[src/include/pmc_pkg.sv]
package pmc_pkg;
    // Special function register addresses
    localparam logic [7:0] ADDR_POWER_MODE_COMMAND = 8'h87;
    localparam logic [7:0] ADDR_SLEEP_CTRL = 8'hbe;
    localparam logic [7:0] ADDR_CLOCK_CONTROL_REG = 8'hc6;

    // Command register fields
    localparam int CMD_ENTER_BIT = 0;
    localparam logic [5:0] CMD_SPARE_RESET = 6'h00;

    // Sleep control fields
    localparam int SLP_CRYSTAL_STABLE_FLAG_BIT = 6;
    localparam int SLP_HFRC_STB_BIT = 5;
    localparam int SLP_RST_LSB = 3;
    localparam int SLP_UNUSED_OSC_POWERDOWN_BIT = 2;
    localparam int SLP_MODE_LSB = 0;
    localparam logic SLP_UNUSED_OSC_POWERDOWN_RESET = 1'b1;
    localparam logic [1:0] SLP_MODE_RESET = 2'h0;
    localparam logic [1:0] RST_CAUSE_POR = 2'h0;

    // Clock control fields
    localparam int CLK_LOWFREQ_SOURCE_SELECT_BIT = 7;
    localparam int CLK_OSC_BIT = 6;
    localparam int CLK_TICK_LSB = 3;
    localparam int CLK_RSVD_LSB = 1;
    localparam int CLK_SPD_BIT = 0;
    localparam logic CLK_LOWFREQ_SOURCE_SELECT_RESET = 1'b1;
    localparam logic CLK_OSC_RESET = 1'b1;
    localparam logic [2:0] CLK_TICK_RESET = 3'h1;
    localparam logic [1:0] CLK_RSVD_RESET = 2'h0;
    localparam logic CLK_SPD_RESET = 1'b1;

    // Power mode encodings
    localparam logic [1:0] MODE_FULL_RUN = 2'h0;
    localparam logic [1:0] MODE_SHORT_SLEEP = 2'h1;
    localparam logic [1:0] MODE_LONG_SLEEP = 2'h2;
    localparam logic [1:0] MODE_DEEPEST_SLEEP = 2'h3;

    // Sequencing times
    localparam int CLK_SYS_MHZ = 250;
    localparam int PD_SEQ_NS = 100;
    localparam int PD_SEQ_CYC = (PD_SEQ_NS * CLK_SYS_MHZ + 999) / 1000;
    localparam int CAL_NS = 1000;
    localparam int CAL_CYC = (CAL_NS * CLK_SYS_MHZ + 999) / 1000;
    localparam logic [7:0] PD_SEQ_CYC_W = 8'(PD_SEQ_CYC);
    localparam logic [7:0] CAL_CYC_W = 8'(CAL_CYC);

    typedef enum logic [5:0] {
        ST_RUN = 6'h01,
        ST_PWRDN = 6'h02,
        ST_SLEEP = 6'h04,
        ST_REG_UP = 6'h08,
        ST_OSC_UP = 6'h10,
        ST_RELEASE = 6'h20
    } pmc_state_t;

    // Special function register access
    typedef struct packed {
        logic wr;
        logic rd;
        logic [7:0] addr;
        logic [7:0] wdata;
    } pmc_sfr_req_t;

    // Power and clock enables toward the analog domain
    typedef struct packed {
        logic dig_reg_on;
        logic hs_crystal_osc_on;
        logic hfrc_on;
        logic lf_osc_on;
        logic lf_hs_crystal_osc_sel;
        logic core_clk_on;
        logic periph_on;
        logic io_hold;
        logic volatile_ram_on;
        logic radio_buf_on;
        logic retained_on;
    } pmc_pwr_ctrl_t;

    // Oscillator and regulator ready levels
    typedef struct packed {
        logic dig_reg_ok;
        logic hs_crystal_osc_ok;
        logic hfrc_ok;
    } pmc_ready_t;
endpackage : pmc_pkg

[src/pmc_power_mode_ctrl.sv]
`timescale 1ns/10ps
module pmc_power_mode_ctrl (
    input wire logic clk_sys,
    input wire logic nrst,
    input wire pmc_pkg::pmc_sfr_req_t sfr_req,
    output logic [7:0] sfr_rdata,
    input wire logic port_irq,
    input wire logic sleep_timer_evt,
    input wire logic por_event,
    input wire pmc_pkg::pmc_ready_t osc_ready,
    output pmc_pkg::pmc_pwr_ctrl_t pwr_ctrl,
    output logic sysclk_on_hs_crystal_osc,
    output logic timer_tick_en,
    output logic [1:0] power_mode
);
    // ==========================================================
    // Register decode
    logic wr_cmd;
    logic wr_slp;
    logic wr_clk;
    logic wake;
    assign wr_cmd = sfr_req.wr && sfr_req.addr == pmc_pkg::ADDR_POWER_MODE_COMMAND;
    assign wr_slp = sfr_req.wr && sfr_req.addr == pmc_pkg::ADDR_SLEEP_CTRL;
    assign wr_clk = sfr_req.wr && sfr_req.addr == pmc_pkg::ADDR_CLOCK_CONTROL_REG;

    pmc_pkg::pmc_state_t state_q;
    logic [1:0] mode_q;
    logic [1:0] active_mode_q;
    logic [5:0] cmd_spare_q;
    logic unused_osc_powerdown_q;
    logic unused_osc_powerdown_pend_q;
    logic osc_sel_q;
    logic osc_eff_q;
    logic lowfreq_source_select_q;
    logic [2:0] tick_q;
    logic [1:0] rsvd_q;
    logic spd_q;
    logic [7:0] seq_cnt_q;
    logic [7:0] cal_cnt_q;
    logic [6:0] tick_cnt_q;
    logic calibrating;
    logic hs_crystal_osc_running;

    // Wake sources; deepest sleep ignores the sleep timer
    assign wake = port_irq || por_event || (sleep_timer_evt && active_mode_q != pmc_pkg::MODE_DEEPEST_SLEEP);

    // ==========================================================
    // Command register spare bits
    always_ff @(posedge clk_sys) begin
        if (!nrst) begin
            cmd_spare_q <= pmc_pkg::CMD_SPARE_RESET;
        end else if (wr_cmd) begin
            cmd_spare_q <= sfr_req.wdata[7:2];
        end
    end

    // ==========================================================
    // Sleep mode field
    always_ff @(posedge clk_sys) begin
        if (!nrst) begin
            mode_q <= pmc_pkg::SLP_MODE_RESET;
        end else if (wake && state_q != pmc_pkg::ST_RUN) begin
            mode_q <= pmc_pkg::MODE_FULL_RUN;
        end else if (wr_slp) begin
            mode_q <= sfr_req.wdata[pmc_pkg::SLP_MODE_LSB +: 2];
        end
    end

    // ==========================================================
    // Power mode sequencer
    always_ff @(posedge clk_sys) begin
        if (!nrst) begin
            state_q <= pmc_pkg::ST_RUN;
            active_mode_q <= pmc_pkg::MODE_FULL_RUN;
            seq_cnt_q <= 8'h00;
        end else begin
            case (state_q)
                pmc_pkg::ST_RUN: begin
                    // Command bit is a strobe, never stored
                    if (wr_cmd && sfr_req.wdata[pmc_pkg::CMD_ENTER_BIT] && mode_q != pmc_pkg::MODE_FULL_RUN) begin
                        state_q <= pmc_pkg::ST_PWRDN;
                        active_mode_q <= mode_q;
                        seq_cnt_q <= (mode_q == pmc_pkg::MODE_SHORT_SLEEP) ? 8'h01 : pmc_pkg::PD_SEQ_CYC_W;
                    end
                end
                pmc_pkg::ST_PWRDN: begin
                    if (seq_cnt_q <= 8'h01) begin
                        state_q <= pmc_pkg::ST_SLEEP;
                    end else begin
                        seq_cnt_q <= seq_cnt_q - 8'h01;
                    end
                end
                pmc_pkg::ST_SLEEP: begin
                    if (wake) begin
                        state_q <= pmc_pkg::ST_REG_UP;
                    end
                end
                pmc_pkg::ST_REG_UP: begin
                    if (osc_ready.dig_reg_ok) begin
                        state_q <= pmc_pkg::ST_OSC_UP;
                    end
                end
                pmc_pkg::ST_OSC_UP: begin
                    // Always restart on the RC; crystal is switched in later
                    if (osc_ready.hfrc_ok) begin
                        state_q <= pmc_pkg::ST_RELEASE;
                    end
                end
                pmc_pkg::ST_RELEASE: begin
                    state_q <= pmc_pkg::ST_RUN;
                    active_mode_q <= pmc_pkg::MODE_FULL_RUN;
                end
                default: begin
                    state_q <= pmc_pkg::ST_RUN;
                    active_mode_q <= pmc_pkg::MODE_FULL_RUN;
                end
            endcase
        end
    end

    // ==========================================================
    // Clock source selection
    always_ff @(posedge clk_sys) begin
        if (!nrst) begin
            osc_sel_q <= pmc_pkg::CLK_OSC_RESET;
            lowfreq_source_select_q <= pmc_pkg::CLK_LOWFREQ_SOURCE_SELECT_RESET;
            tick_q <= pmc_pkg::CLK_TICK_RESET;
            rsvd_q <= pmc_pkg::CLK_RSVD_RESET;
            spd_q <= pmc_pkg::CLK_SPD_RESET;
        end else if (wr_clk) begin
            osc_sel_q <= sfr_req.wdata[pmc_pkg::CLK_OSC_BIT];
            tick_q <= sfr_req.wdata[pmc_pkg::CLK_TICK_LSB +: 3];
            rsvd_q <= sfr_req.wdata[pmc_pkg::CLK_RSVD_LSB +: 2];
            spd_q <= sfr_req.wdata[pmc_pkg::CLK_SPD_BIT];
            if (!hs_crystal_osc_running) begin
                lowfreq_source_select_q <= sfr_req.wdata[pmc_pkg::CLK_LOWFREQ_SOURCE_SELECT_BIT];
            end
        end
    end

    // Effective source follows the select only when the target is stable
    always_ff @(posedge clk_sys) begin
        if (!nrst) begin
            osc_eff_q <= pmc_pkg::CLK_OSC_RESET;
        end else if (state_q == pmc_pkg::ST_OSC_UP) begin
            osc_eff_q <= 1'b1;
        end else if (state_q == pmc_pkg::ST_RUN && osc_eff_q != osc_sel_q) begin
            if (osc_sel_q ? osc_ready.hfrc_ok : osc_ready.hs_crystal_osc_ok) begin
                osc_eff_q <= osc_sel_q;
            end
        end
    end

    // ==========================================================
    // Oscillator power-down bit and low-frequency calibration
    assign calibrating = cal_cnt_q != 8'h00;
    always_ff @(posedge clk_sys) begin
        if (!nrst) begin
            cal_cnt_q <= 8'h00;
        end else if (!hs_crystal_osc_running || lowfreq_source_select_q == 1'b0) begin
            cal_cnt_q <= 8'h00;
        end else if (calibrating) begin
            cal_cnt_q <= cal_cnt_q - 8'h01;
        end else if (osc_ready.hs_crystal_osc_ok && tick_cnt_q == 7'h00) begin
            cal_cnt_q <= pmc_pkg::CAL_CYC_W;
        end
    end

    always_ff @(posedge clk_sys) begin
        if (!nrst) begin
            unused_osc_powerdown_q <= pmc_pkg::SLP_UNUSED_OSC_POWERDOWN_RESET;
            unused_osc_powerdown_pend_q <= 1'b0;
        end else if (wr_clk && sfr_req.wdata[pmc_pkg::CLK_OSC_BIT] != osc_sel_q) begin
            unused_osc_powerdown_q <= 1'b0;
            unused_osc_powerdown_pend_q <= 1'b0;
        end else if (wr_slp) begin
            if (sfr_req.wdata[pmc_pkg::SLP_UNUSED_OSC_POWERDOWN_BIT] && calibrating) begin
                unused_osc_powerdown_pend_q <= 1'b1;
            end else begin
                unused_osc_powerdown_q <= sfr_req.wdata[pmc_pkg::SLP_UNUSED_OSC_POWERDOWN_BIT];
                unused_osc_powerdown_pend_q <= 1'b0;
            end
        end else if (unused_osc_powerdown_pend_q && !calibrating) begin
            unused_osc_powerdown_q <= 1'b1;
            unused_osc_powerdown_pend_q <= 1'b0;
        end
    end

    // ==========================================================
    // Power and clock enables
    logic running;
    logic deep;
    assign running = state_q == pmc_pkg::ST_RUN || state_q == pmc_pkg::ST_RELEASE;
    assign deep = !running && state_q != pmc_pkg::ST_PWRDN && active_mode_q[1];
    assign hs_crystal_osc_running = pwr_ctrl.hs_crystal_osc_on;

    always_comb begin
        pwr_ctrl.dig_reg_on = !(state_q == pmc_pkg::ST_SLEEP && active_mode_q[1]);
        pwr_ctrl.hs_crystal_osc_on = running && (!unused_osc_powerdown_q || !osc_sel_q || !osc_eff_q);
        pwr_ctrl.hfrc_on = (running && (!unused_osc_powerdown_q || osc_sel_q || osc_eff_q)) ||
            state_q == pmc_pkg::ST_OSC_UP;
        pwr_ctrl.lf_osc_on = active_mode_q != pmc_pkg::MODE_DEEPEST_SLEEP || running;
        pwr_ctrl.lf_hs_crystal_osc_sel = !lowfreq_source_select_q;
        pwr_ctrl.core_clk_on = running;
        pwr_ctrl.periph_on = running || state_q == pmc_pkg::ST_PWRDN;
        pwr_ctrl.io_hold = deep;
        pwr_ctrl.volatile_ram_on = !deep;
        pwr_ctrl.radio_buf_on = !deep;
        pwr_ctrl.retained_on = 1'b1;
    end

    assign sysclk_on_hs_crystal_osc = !osc_eff_q;
    assign power_mode = active_mode_q;

    // ==========================================================
    // Timer tick prescaler
    logic [6:0] tick_mask;
    assign tick_mask = 7'((8'h01 << tick_q) - 8'h01);
    always_ff @(posedge clk_sys) begin
        if (!nrst) begin
            tick_cnt_q <= 7'h00;
        end else if (!running || (tick_cnt_q & tick_mask) == tick_mask) begin
            tick_cnt_q <= 7'h00;
        end else begin
            tick_cnt_q <= tick_cnt_q + 7'h01;
        end
    end
    assign timer_tick_en = running && (tick_cnt_q & tick_mask) == tick_mask;

    // ==========================================================
    // Read data
    always_ff @(posedge clk_sys) begin
        if (!nrst) begin
            sfr_rdata <= 8'h00;
        end else if (sfr_req.rd) begin
            case (sfr_req.addr)
                pmc_pkg::ADDR_POWER_MODE_COMMAND: sfr_rdata <= {cmd_spare_q, 2'b00};
                pmc_pkg::ADDR_SLEEP_CTRL: sfr_rdata <= {1'b0, osc_ready.hs_crystal_osc_ok && hs_crystal_osc_running,
                    osc_ready.hfrc_ok && pwr_ctrl.hfrc_on, pmc_pkg::RST_CAUSE_POR, unused_osc_powerdown_q, mode_q};
                pmc_pkg::ADDR_CLOCK_CONTROL_REG: sfr_rdata <= {lowfreq_source_select_q, osc_sel_q, tick_q, rsvd_q, spd_q};
                default: sfr_rdata <= 8'h00;
            endcase
        end
    end
endmodule : pmc_power_mode_ctrl

[config.mk]
export PLATFORM = sky130hd
export DESIGN_NAME = pmc_power_mode_ctrl
export DESIGN_NICKNAME = d
export VERILOG_FILES = /design/src/include/pmc_pkg.sv /design/src/pmc_power_mode_ctrl.sv
export SDC_FILE = /design/constraint.sdc
export NUM_CORES = 1
export LEC_CHECK = 0
export BUFFER_PORTS_ARGS = -buffer_cell sky130_fd_sc_hd__buf_2
export CAP_MARGIN = 20
export CORE_MARGIN = 3
export CORE_UTILIZATION = 53
export DETAILED_ROUTE_END_ITERATION = 10
export PLACE_DENSITY = 0.76
export SLEW_MARGIN = 20
export SYNTH_ARGS = -nofsm -noshare
export SYNTH_HDL_FRONTEND = slang
export SYNTH_SLANG_ARGS = --single-unit
export TNS_END_PERCENT = 100
[constraint.sdc]
create_clock -name clk_sys -period 2.5 [get_ports clk_sys]
set_input_delay 0.5 -clock clk_sys [delete_from_list [all_inputs] [get_ports clk_sys]]
set_output_delay 0.5 -clock clk_sys [all_outputs]
set_load 0.03 [all_outputs]
==> impl_metrics.toml, run 1 <==
[timing]
period_share_pct = 98.5
relSlewSlack_pct = 43.4
period_needed_ns = 2.46
finClkSkew_ns = 0.00854
finalWorstSetupSlack_ns = 0.0379
hold_viol = 0
worst-slew-pin-transition_ns = 0.841
whs_ns = 0.386
final_max_slew_viol_count = 0
setup-violations-final = 0
max_freq_mhz = 406

[clock_tree]
htreeDepth = 3
numCtsBuffers = 9
clk_path_buf_depth = 2
clock_latency_ns = 0.34
cts_sinks = 58
holdBufCountCts = 0
cts_tree = "done"
cts-root-buf = "clkbuf_8"
path_clk_slew_ns = 0.06

[setup_path]
worstSetupPathType = "flip-flop to primary output"
startpoint_type = "flip-flop"
cp_max_fo = 5
cp_data_required_time_ns = 2.00
worst_setup_path_end_kind = "primary output"
arrival_ns = 1.96

[finish]
drive_gt1_share_pct = 24.0
final_cell_mix = "55 x dfxtp_1, 50 x nor2_1, 45 x buf_2"
layout.cells.non_filler = 487
fillers = 461
area_growth_syn_to_layout_pct = 21.3
layout.cells.most_common = "dfxtp_1"
stdcell_area_um2 = 3620
final_nets = 444
num_antenna_cells = 0

[logic_synthesis]
synth_nets = 387
postSynth.asyncResetShare_pct = 0
yosysSeqAreaShare_pct = 38.9
synth_area_um2 = 2990
synth_cell_types = 61
syn_area_per_cell_um2 = 8.42
syn_inst = 355
synth_edf_count = 0
ys_ff_latch = 58
yosys_warnings = 0
ys.flop_type = "dfxtp_1"

[power]
power.density_nw_per_um2 = 653
power_leakage_uw = 0.00152
peakVddDrop_mv = 0.358

[drt]
wl_mm = 7.39
vias = 2835
drt-initial-drc-count = 214
ant_nets = 0
dr.pass1.iters = 7
wl_per_cell_um = 15.2
drc = 0
vias_per_cell = 5.82

[global_route]
antenna_found_initial = 0
grt_usage_pct = 24.3
grt_pass1_wl_mm = 12.4
grt_pass1_vias = 2702
grt_max_degree = 24
overflow = 0

[place]
gp_congestion = 0.863
place_ws_ns = 0.110
dp_hpwl_mm = 5.48
io_buffers = 47
place_inst = 469
placed_cell_area_um2 = 3330

[die]
core_um2 = 5270
rows = 26
initial_core_util_pct = 56.7
fp.dieW_um = 81.1
die-area_um2 = 6570
fp.dieH_um = 81.1
boundaryPins = 49

[hold_path]
hold_path_class = "input pin to flip-flop"

[outcome]
status = "complete, no violations"

[run]
drv_cap = 0
-- registers in the layout, indices dropped and copies added (netlist names), 2 cells and up --
name,flops
cmd_spare_q,6
rsvd_q,2
tick_q,3
mode_q,2
tick_cnt_q,7
cal_cnt_q,8
sfr_rdata,8
power_mode,2
seq_cnt_q,8
state_q,6
-- timing repair --
item,in CTS,in global routing
setup buffers,1,1
pin swaps,1,2
gates resized for setup,7,5
endpoints found under the setup margin,5,5
-- synthesized netlist by cell type, drive strengths merged (6+ instances only) --
library cell   n  area share (%)
a21oi         22             3.7
a22o           7             2.1
buf           10             2.3
clkbuf         7            0.88
dfxtp         58              39
ha             6             2.5
inv           16             2.0
mux2i         14             4.7
nand2         27             3.4
nand3         10             1.7
nor2          50             6.3
nor3          13             2.2
nor3b          6             1.7
o21ai         13             2.2
o22ai          6             1.3
-- path summary, 6_finish.rpt --
check / from / to / slack, ns / cells after the start
hold / removal: nrst / osc_sel_q / 0.39 / 2
hold reg to reg: sfr_rdata[6] / sfr_rdata[6] / 0.48 / 1
setup reg to reg: state_q[0] / seq_cnt_q[3] / 0.12 / 7
setup / recovery: state_q[0] / pwr_ctrl[3] / 0.04 / 5
-- per-layer routing --
| metal | share of wire [%] | wire length [um] | track usage, % |
|---|---|---|---|
| met4 | 2.4 | 177 | 9.63 |
| met2 | 44 | 3270 | 38.3 |
| met5 | 0 | 0 | 0 |
| met1 | 46 | 3410 | 32.1 |
| met3 | 7.2 | 531 | 5.76 |
-- power breakdown --
part	switching (uW)	leakage, uW	internal [uW]
clock network	376	0.000129	713
logic	191	0.000924	123
registers	22.2	0.000469	942
total	589	0.00152	1780
-- cell type report --
type / instances / area [um^2] / area share, %
Multi-Input combinational cell: 263 / 1690 / 46.7
Clock buffer: 11 / 151 / 4.18
Timing Repair Buffer: 63 / 364 / 10.0
Sequential cell: 58 / 1160 / 32.1
Clock inverter: 5 / 100 / 2.76
Tap cell: 70 / 87.6 / 2.42
Inverter: 17 / 63.8 / 1.76
-- cell families (layout without fill, tap and decap cells) --
kind of cell	count (synthesis)	count (layout)	share of synthesized area, %
flip-flops	58	58	38.9
buffers and inverters	34	96	5.28
AO/OA/AOI/OAI	85	85	19.6
XOR/XNOR	10	10	2.93
adder cells (fa/ha/maj)	6	6	2.51
AND/OR/NAND/NOR	147	147	26.0
multiplexers	14	14	4.69
other	1	1	0.126
-- per-stage QoR --
| stage | setup TNS, ns | total power (uW) | util (%) |
|---|---|---|---|
| after floorplan | -0.00734 | 1190 | - |
| after global placement | 0 | 1280 | 63.1 |
| after detailed placement | 0 | 1290 | 63.1 |
| after CTS | 0 | 2370 | 68.4 |
| after global routing | -0.00528 | 2460 | 68.8 |
| final | 0 | 2370 | 68.8 |
-- worst max-delay path, stage by stage, from the launching register on --
cell and delay (ns):
dfxtp_2 0.34, or4_4 0.55, or3b_4 0.42, nand3_2 0.10, inv_1 0.04, clkbuf_4 0.17
No activity file was read; power rests on OpenSTA's default activity.
==> run 2: changes to the inputs <==
REMOVE_ABC_BUFFERS = 1   (was default)
==> run 2 against run 1 <==
Effect of this change: setup slack better by 0.0055 ns; cell count decreased by 0.82%; hold slack better by 0.011 ns; critical endpoint unchanged; largest cell class unchanged.
==> impl_metrics.toml, run 2 (synthesized netlist as in run 1, its figures left out) <==
[power]
peakVddDrop_mv = 0.717
power.density_nw_per_um2 = 638
finalPower_uw = 2290
power_leakage_uw = 0.00150

[setup_path]
cp_max_fo = 5
worstSetupEndpoint = "pwr_ctrl[3]"
r2r_end = "seq_cnt_q[1]"
startpoint_type = "flip-flop"
cp_data_required_time_ns = 2.00
r2r_cells = 6
reg2reg_slack_ns = 0.16
worstSetupPathType = "flip-flop to primary output"
startpoint = "state_q[5]"
arrival_ns = 1.96
worst_setup_path_end_kind = "primary output"
r2r-start = "state_q[5]"

[timing]
max_freq_mhz = 407
period_needed_ns = 2.46
hold_viol = 0
period_share_pct = 98.3
setup-violations-final = 0
final_max_slew_viol_count = 0
worst-slew-pin-transition_ns = 0.761
finClkSkew_ns = 0.00835
rsz0062_at_grt = "true"
whs_ns = 0.397
relSlewSlack_pct = 48.8

[finish]
final_cell_mix = "56 x dfxtp_1, 48 x nor2_1, 43 x buf_2"
fillers = 437
largestRegisters = "cal_cnt_q: 8 flops, seq_cnt_q: 8 flops, sfr_rdata: 8 flops"
final_nets = 440
register_area_um2 = 1160
area_growth_syn_to_layout_pct = 20.1
drive_gt1_share_pct = 23.5
num_antenna_cells = 0
multiInputGateArea_um2 = 1700
layout.cells.most_common = "dfxtp_1"

[clock_tree]
numCtsBuffers = 9
cts_tree = "done"
cts_sinks = 58
holdBufCountCts = 0
path_clk_slew_ns = 0.06
htreeDepth = 3
clk_path_buf_depth = 2
cts-root-buf = "clkbuf_8"
clock_latency_ns = 0.34

[run]
drv_cap = 0

[die]
core_um2 = 5270
fp.dieW_um = 81.1
die-area_um2 = 6570
fp.dieH_um = 81.1
boundaryPins = 49
initial_core_util_pct = 56.7
rows = 26

[place]
io_buffers = 47
dp_hpwl_mm = 5.34
gp_congestion = 0.866

[hold_path]
hold_path_class = "input pin to flip-flop"
min_from = "sfr_req[3]"

[drt]
drc = 0
dr.pass1.iters = 5
ant_nets = 0
drt-initial-drc-count = 219
wl_mm = 7.36
vias = 2794
wl_per_cell_um = 15.2
vias_per_cell = 5.78

[global_route]
grt_pass1_vias = 2648
antenna_found_initial = 0
overflow = 0
grt_max_degree = 24
grt_usage_pct = 24.7
grt_pass1_wl_mm = 12.5

[outcome]
status = "complete, no violations"
-- run 2: changes by cell type in the layout (fill, tap and decap cells not counted), sizes merged --
cell / delta
clkinvlp: +1
buf: -5
clkinv: -1
clkbuf: +2
bufinv: -1
-- run 2: through the flow --
| stage | TNS [ns] | setup WS [ns] | utilization, % | instances | cell area [um^2] |
|---|---|---|---|---|---|
| finish | 0 | 0.0434 | 68.1 | 483 | 3590 |
| global route | -0.0710 | -0.0386 | 68.1 | 483 | 3590 |
| CTS | 0 | 0.0213 | 67.7 | 483 | 3570 |
| detailed placement | 0 | 0.140 | 62.6 | 466 | 3300 |
| global placement | 0 | 0.194 | 62.6 | 466 | 3300 |
| floorplan | -0.247 | -0.247 | - | 338 | 2890 |
-- run 2: repair_timing --
item | 4_1_cts | 5_1_grt
cloned | 0 | 0
resized for setup | 9 | 7
buffers inserted | 1 | 0
pin swaps | 1 | 1
setup endpoints to repair | 6 | 8
-- run 2: power breakdown --
| part | total [uW] | leakage (uW) | switching (uW) | internal, uW |
|---|---|---|---|---|
| clock network | 1010 | 0.000119 | 367 | 641 |
| logic | 317 | 0.000910 | 197 | 120 |
| registers | 964 | 0.000468 | 21.8 | 942 |
-- run 2: how the worst min path moves through the flow --
stage / to / slack (ns) / cells past startpoint
after detailed placement: sfr_rdata[6] / 0.46 / 1
final: tick_q[0] / 0.40 / 3
after floorplan: spd_q / 0.44 / 2
after global placement: sfr_rdata[6] / 0.46 / 1
after global routing: state_q[4] / 0.40 / 3
after CTS: tick_q[0] / 0.38 / 3
-- run 2: area by class of cell --
class / count / share of cell area, %
clock buffers: 12 / 4.60
clock inverters: 4 / 2.02
inverters: 17 / 1.78
multi-input cells: 263 / 47.3
flip-flops and latches: 58 / 32.4
well taps: 70 / 2.44
repair buffers: 59 / 9.45
-- run 2: layer usage --
metal	wire (um)	up-vias	share of wire, %	GRT usage (%)
met5	0	-	0	0
met4	95	0	1.3	11.5
met3	541	11	7.4	6.98
met2	3410	104	46	37.7
met1	3320	1296	45	32.1
li1	-	1383	-	-
-- run 2: critical path: stages (launching register included) --
cell,delay [ns]
dfxtp_2,0.35
or4_4,0.56
or3b_4,0.41
nand3_2,0.10
inv_1,0.04
buf_2,0.17
==> run 3: changes to the inputs <==
MAX_ROUTING_LAYER = met4   (was default)
==> run 3 against run 2 <==
Effect of this change: global-route usage up 0.64 points; sequential cell count stayed put; sequential share of layout area unchanged; clock skew barely moved; largest power group unchanged; critical path type unchanged.
==> impl_metrics.toml, run 3 (synthesized netlist as in run 1, its figures left out) <==
[clock_tree]
path_clk_slew_ns = 0.06
cts_sinks = 58
clk_path_buf_depth = 2
clock_latency_ns = 0.34
cts-root-buf = "clkbuf_8"
holdBufCountCts = 0
htreeDepth = 3
numCtsBuffers = 9
cts_tree = "done"

[timing]
worst-slew-pin-transition_ns = 0.769
period_needed_ns = 2.46
setup-violations-final = 0
rsz0062_at_grt = "true"
relSlewSlack_pct = 48.3
finalWorstSetupSlack_ns = 0.0431
period_share_pct = 98.3
finClkSkew_ns = 0.00787
whs_ns = 0.396
max_freq_mhz = 407
final_max_slew_viol_count = 0
hold_viol = 0

[power]
power_leakage_uw = 0.00150
peakVddDrop_mv = 0.717
finalPower_uw = 2290
power.density_nw_per_um2 = 638

[global_route]
antenna_found_initial = 0
grt_max_degree = 24
overflow = 0
grt_usage_pct = 25.3
grt_pass1_vias = 2653
grt_pass1_wl_mm = 12.4

[drt]
vias = 2825
ant_nets = 0
drt-initial-drc-count = 213
vias_per_cell = 5.85
drc = 0
wl_per_cell_um = 15.3
wl_mm = 7.37
dr.pass1.iters = 5

[finish]
num_antenna_cells = 0
final_nets = 440
fillers = 437
drive_gt1_share_pct = 23.5
stdcell_area_um2 = 3590
layout.cells.non_filler = 483
area_growth_syn_to_layout_pct = 20.1
layout.cells.most_common = "dfxtp_1"
final_cell_mix = "56 x dfxtp_1, 48 x nor2_1, 43 x buf_2"
largestRegisters = "cal_cnt_q: 8 flops, seq_cnt_q: 8 flops, sfr_rdata: 8 flops"

[setup_path]
startpoint_type = "flip-flop"
cp_max_fo = 5
r2r_end = "seq_cnt_q[1]"
r2r-start = "state_q[5]"
cp_data_required_time_ns = 2.00
worstSetupPathType = "flip-flop to primary output"
crit_family = "simple AND/OR/NAND/NOR gates"
cp_slowest_cell = "or4_4"
cpPeakStageDelay_ns = 0.56
arrival_ns = 1.96
crit_buf_inv = 2
reg2reg_slack_ns = 0.16
r2r_cells = 6
worst_setup_path_end_kind = "primary output"
crit_chain = "or4_4, or3b_4, nand3_2, inv_1, buf_2"

[place]
io_buffers = 47
gp_congestion = 0.880
placed_cell_area_um2 = 3300
place_ws_ns = 0.140
dp_hpwl_mm = 5.34
place_inst = 466

[die]
fp.dieH_um = 81.1
rows = 26
die-area_um2 = 6570
boundaryPins = 49
fp.dieW_um = 81.1
initial_core_util_pct = 56.7
core_um2 = 5270

[hold_path]
whs_path_depth = 3
min_from = "sfr_req[3]"
whs_endpoint = "tick_q[0]"
hold_path_class = "input pin to flip-flop"

[outcome]
status = "complete, no violations"

[run]
drv_cap = 0
## run 3: worst max path at each step
stage                from            to  slack, ns  cells past startpoint
2_1_floorplan  state_q[5]   pwr_ctrl[3]      -0.25                      4
3_3_place_gp   state_q[5]  seq_cnt_q[1]       0.19                      5
3_5_place_dp   state_q[5]  seq_cnt_q[1]       0.14                      5
4_1_cts        state_q[5]   pwr_ctrl[3]       0.02                      5
5_1_grt        state_q[5]   pwr_ctrl[3]      -0.04                      5
6_report       state_q[5]   pwr_ctrl[3]       0.04                      5
## run 3: layer usage
layer  vias to the layer above  track usage [%]  wire length [um]
li1                       1382                -                 -
met1                      1326             32.3              3270
met2                       106             37.7              3420
met3                        11             6.43               593
met4                         0             11.5                91
met5                         -                -                 0
## run 3: power by group
part / internal (uW) / leakage [uW] / switching, uW
combinational: 120 / 0.000910 / 198
sequential: 942 / 0.000468 / 21.8
clock: 641 / 0.000119 / 366
total: 1700 / 0.00150 / 586
## run 3: timing repair
item,4_1_cts,5_1_grt
pin swaps,1,1
buffers inserted,1,0
endpoints found under the setup margin,6,7
resized for setup,9,7
## run 3: metrics by stage
stage / utilization, % / TNS (ns)
floorplan: - / -0.247
detailed placement: 62.6 / 0
CTS: 67.7 / 0
global placement: 62.6 / 0
global route: 68.1 / -0.0633
finish: 68.1 / 0
## run 3: final cells by class
cell class / instances / area (um^2) / area share [%]
inverter: 17 / 63.8 / 1.78
multi-input combinational: 263 / 1700 / 47.3
tap: 70 / 87.6 / 2.44
sequential: 58 / 1160 / 32.4
timing repair buffer: 59 / 339 / 9.45
clock buffer: 12 / 165 / 4.60
clock inverter: 4 / 72.6 / 2.02
## run 3: worst register-to-register path: cells and delay by family, from the launching register on
kind	cells	cell delay, ns
compound gates	2	0.39
buf+inv	1	0.18
flops	1	0.35
simple gates	3	1.36
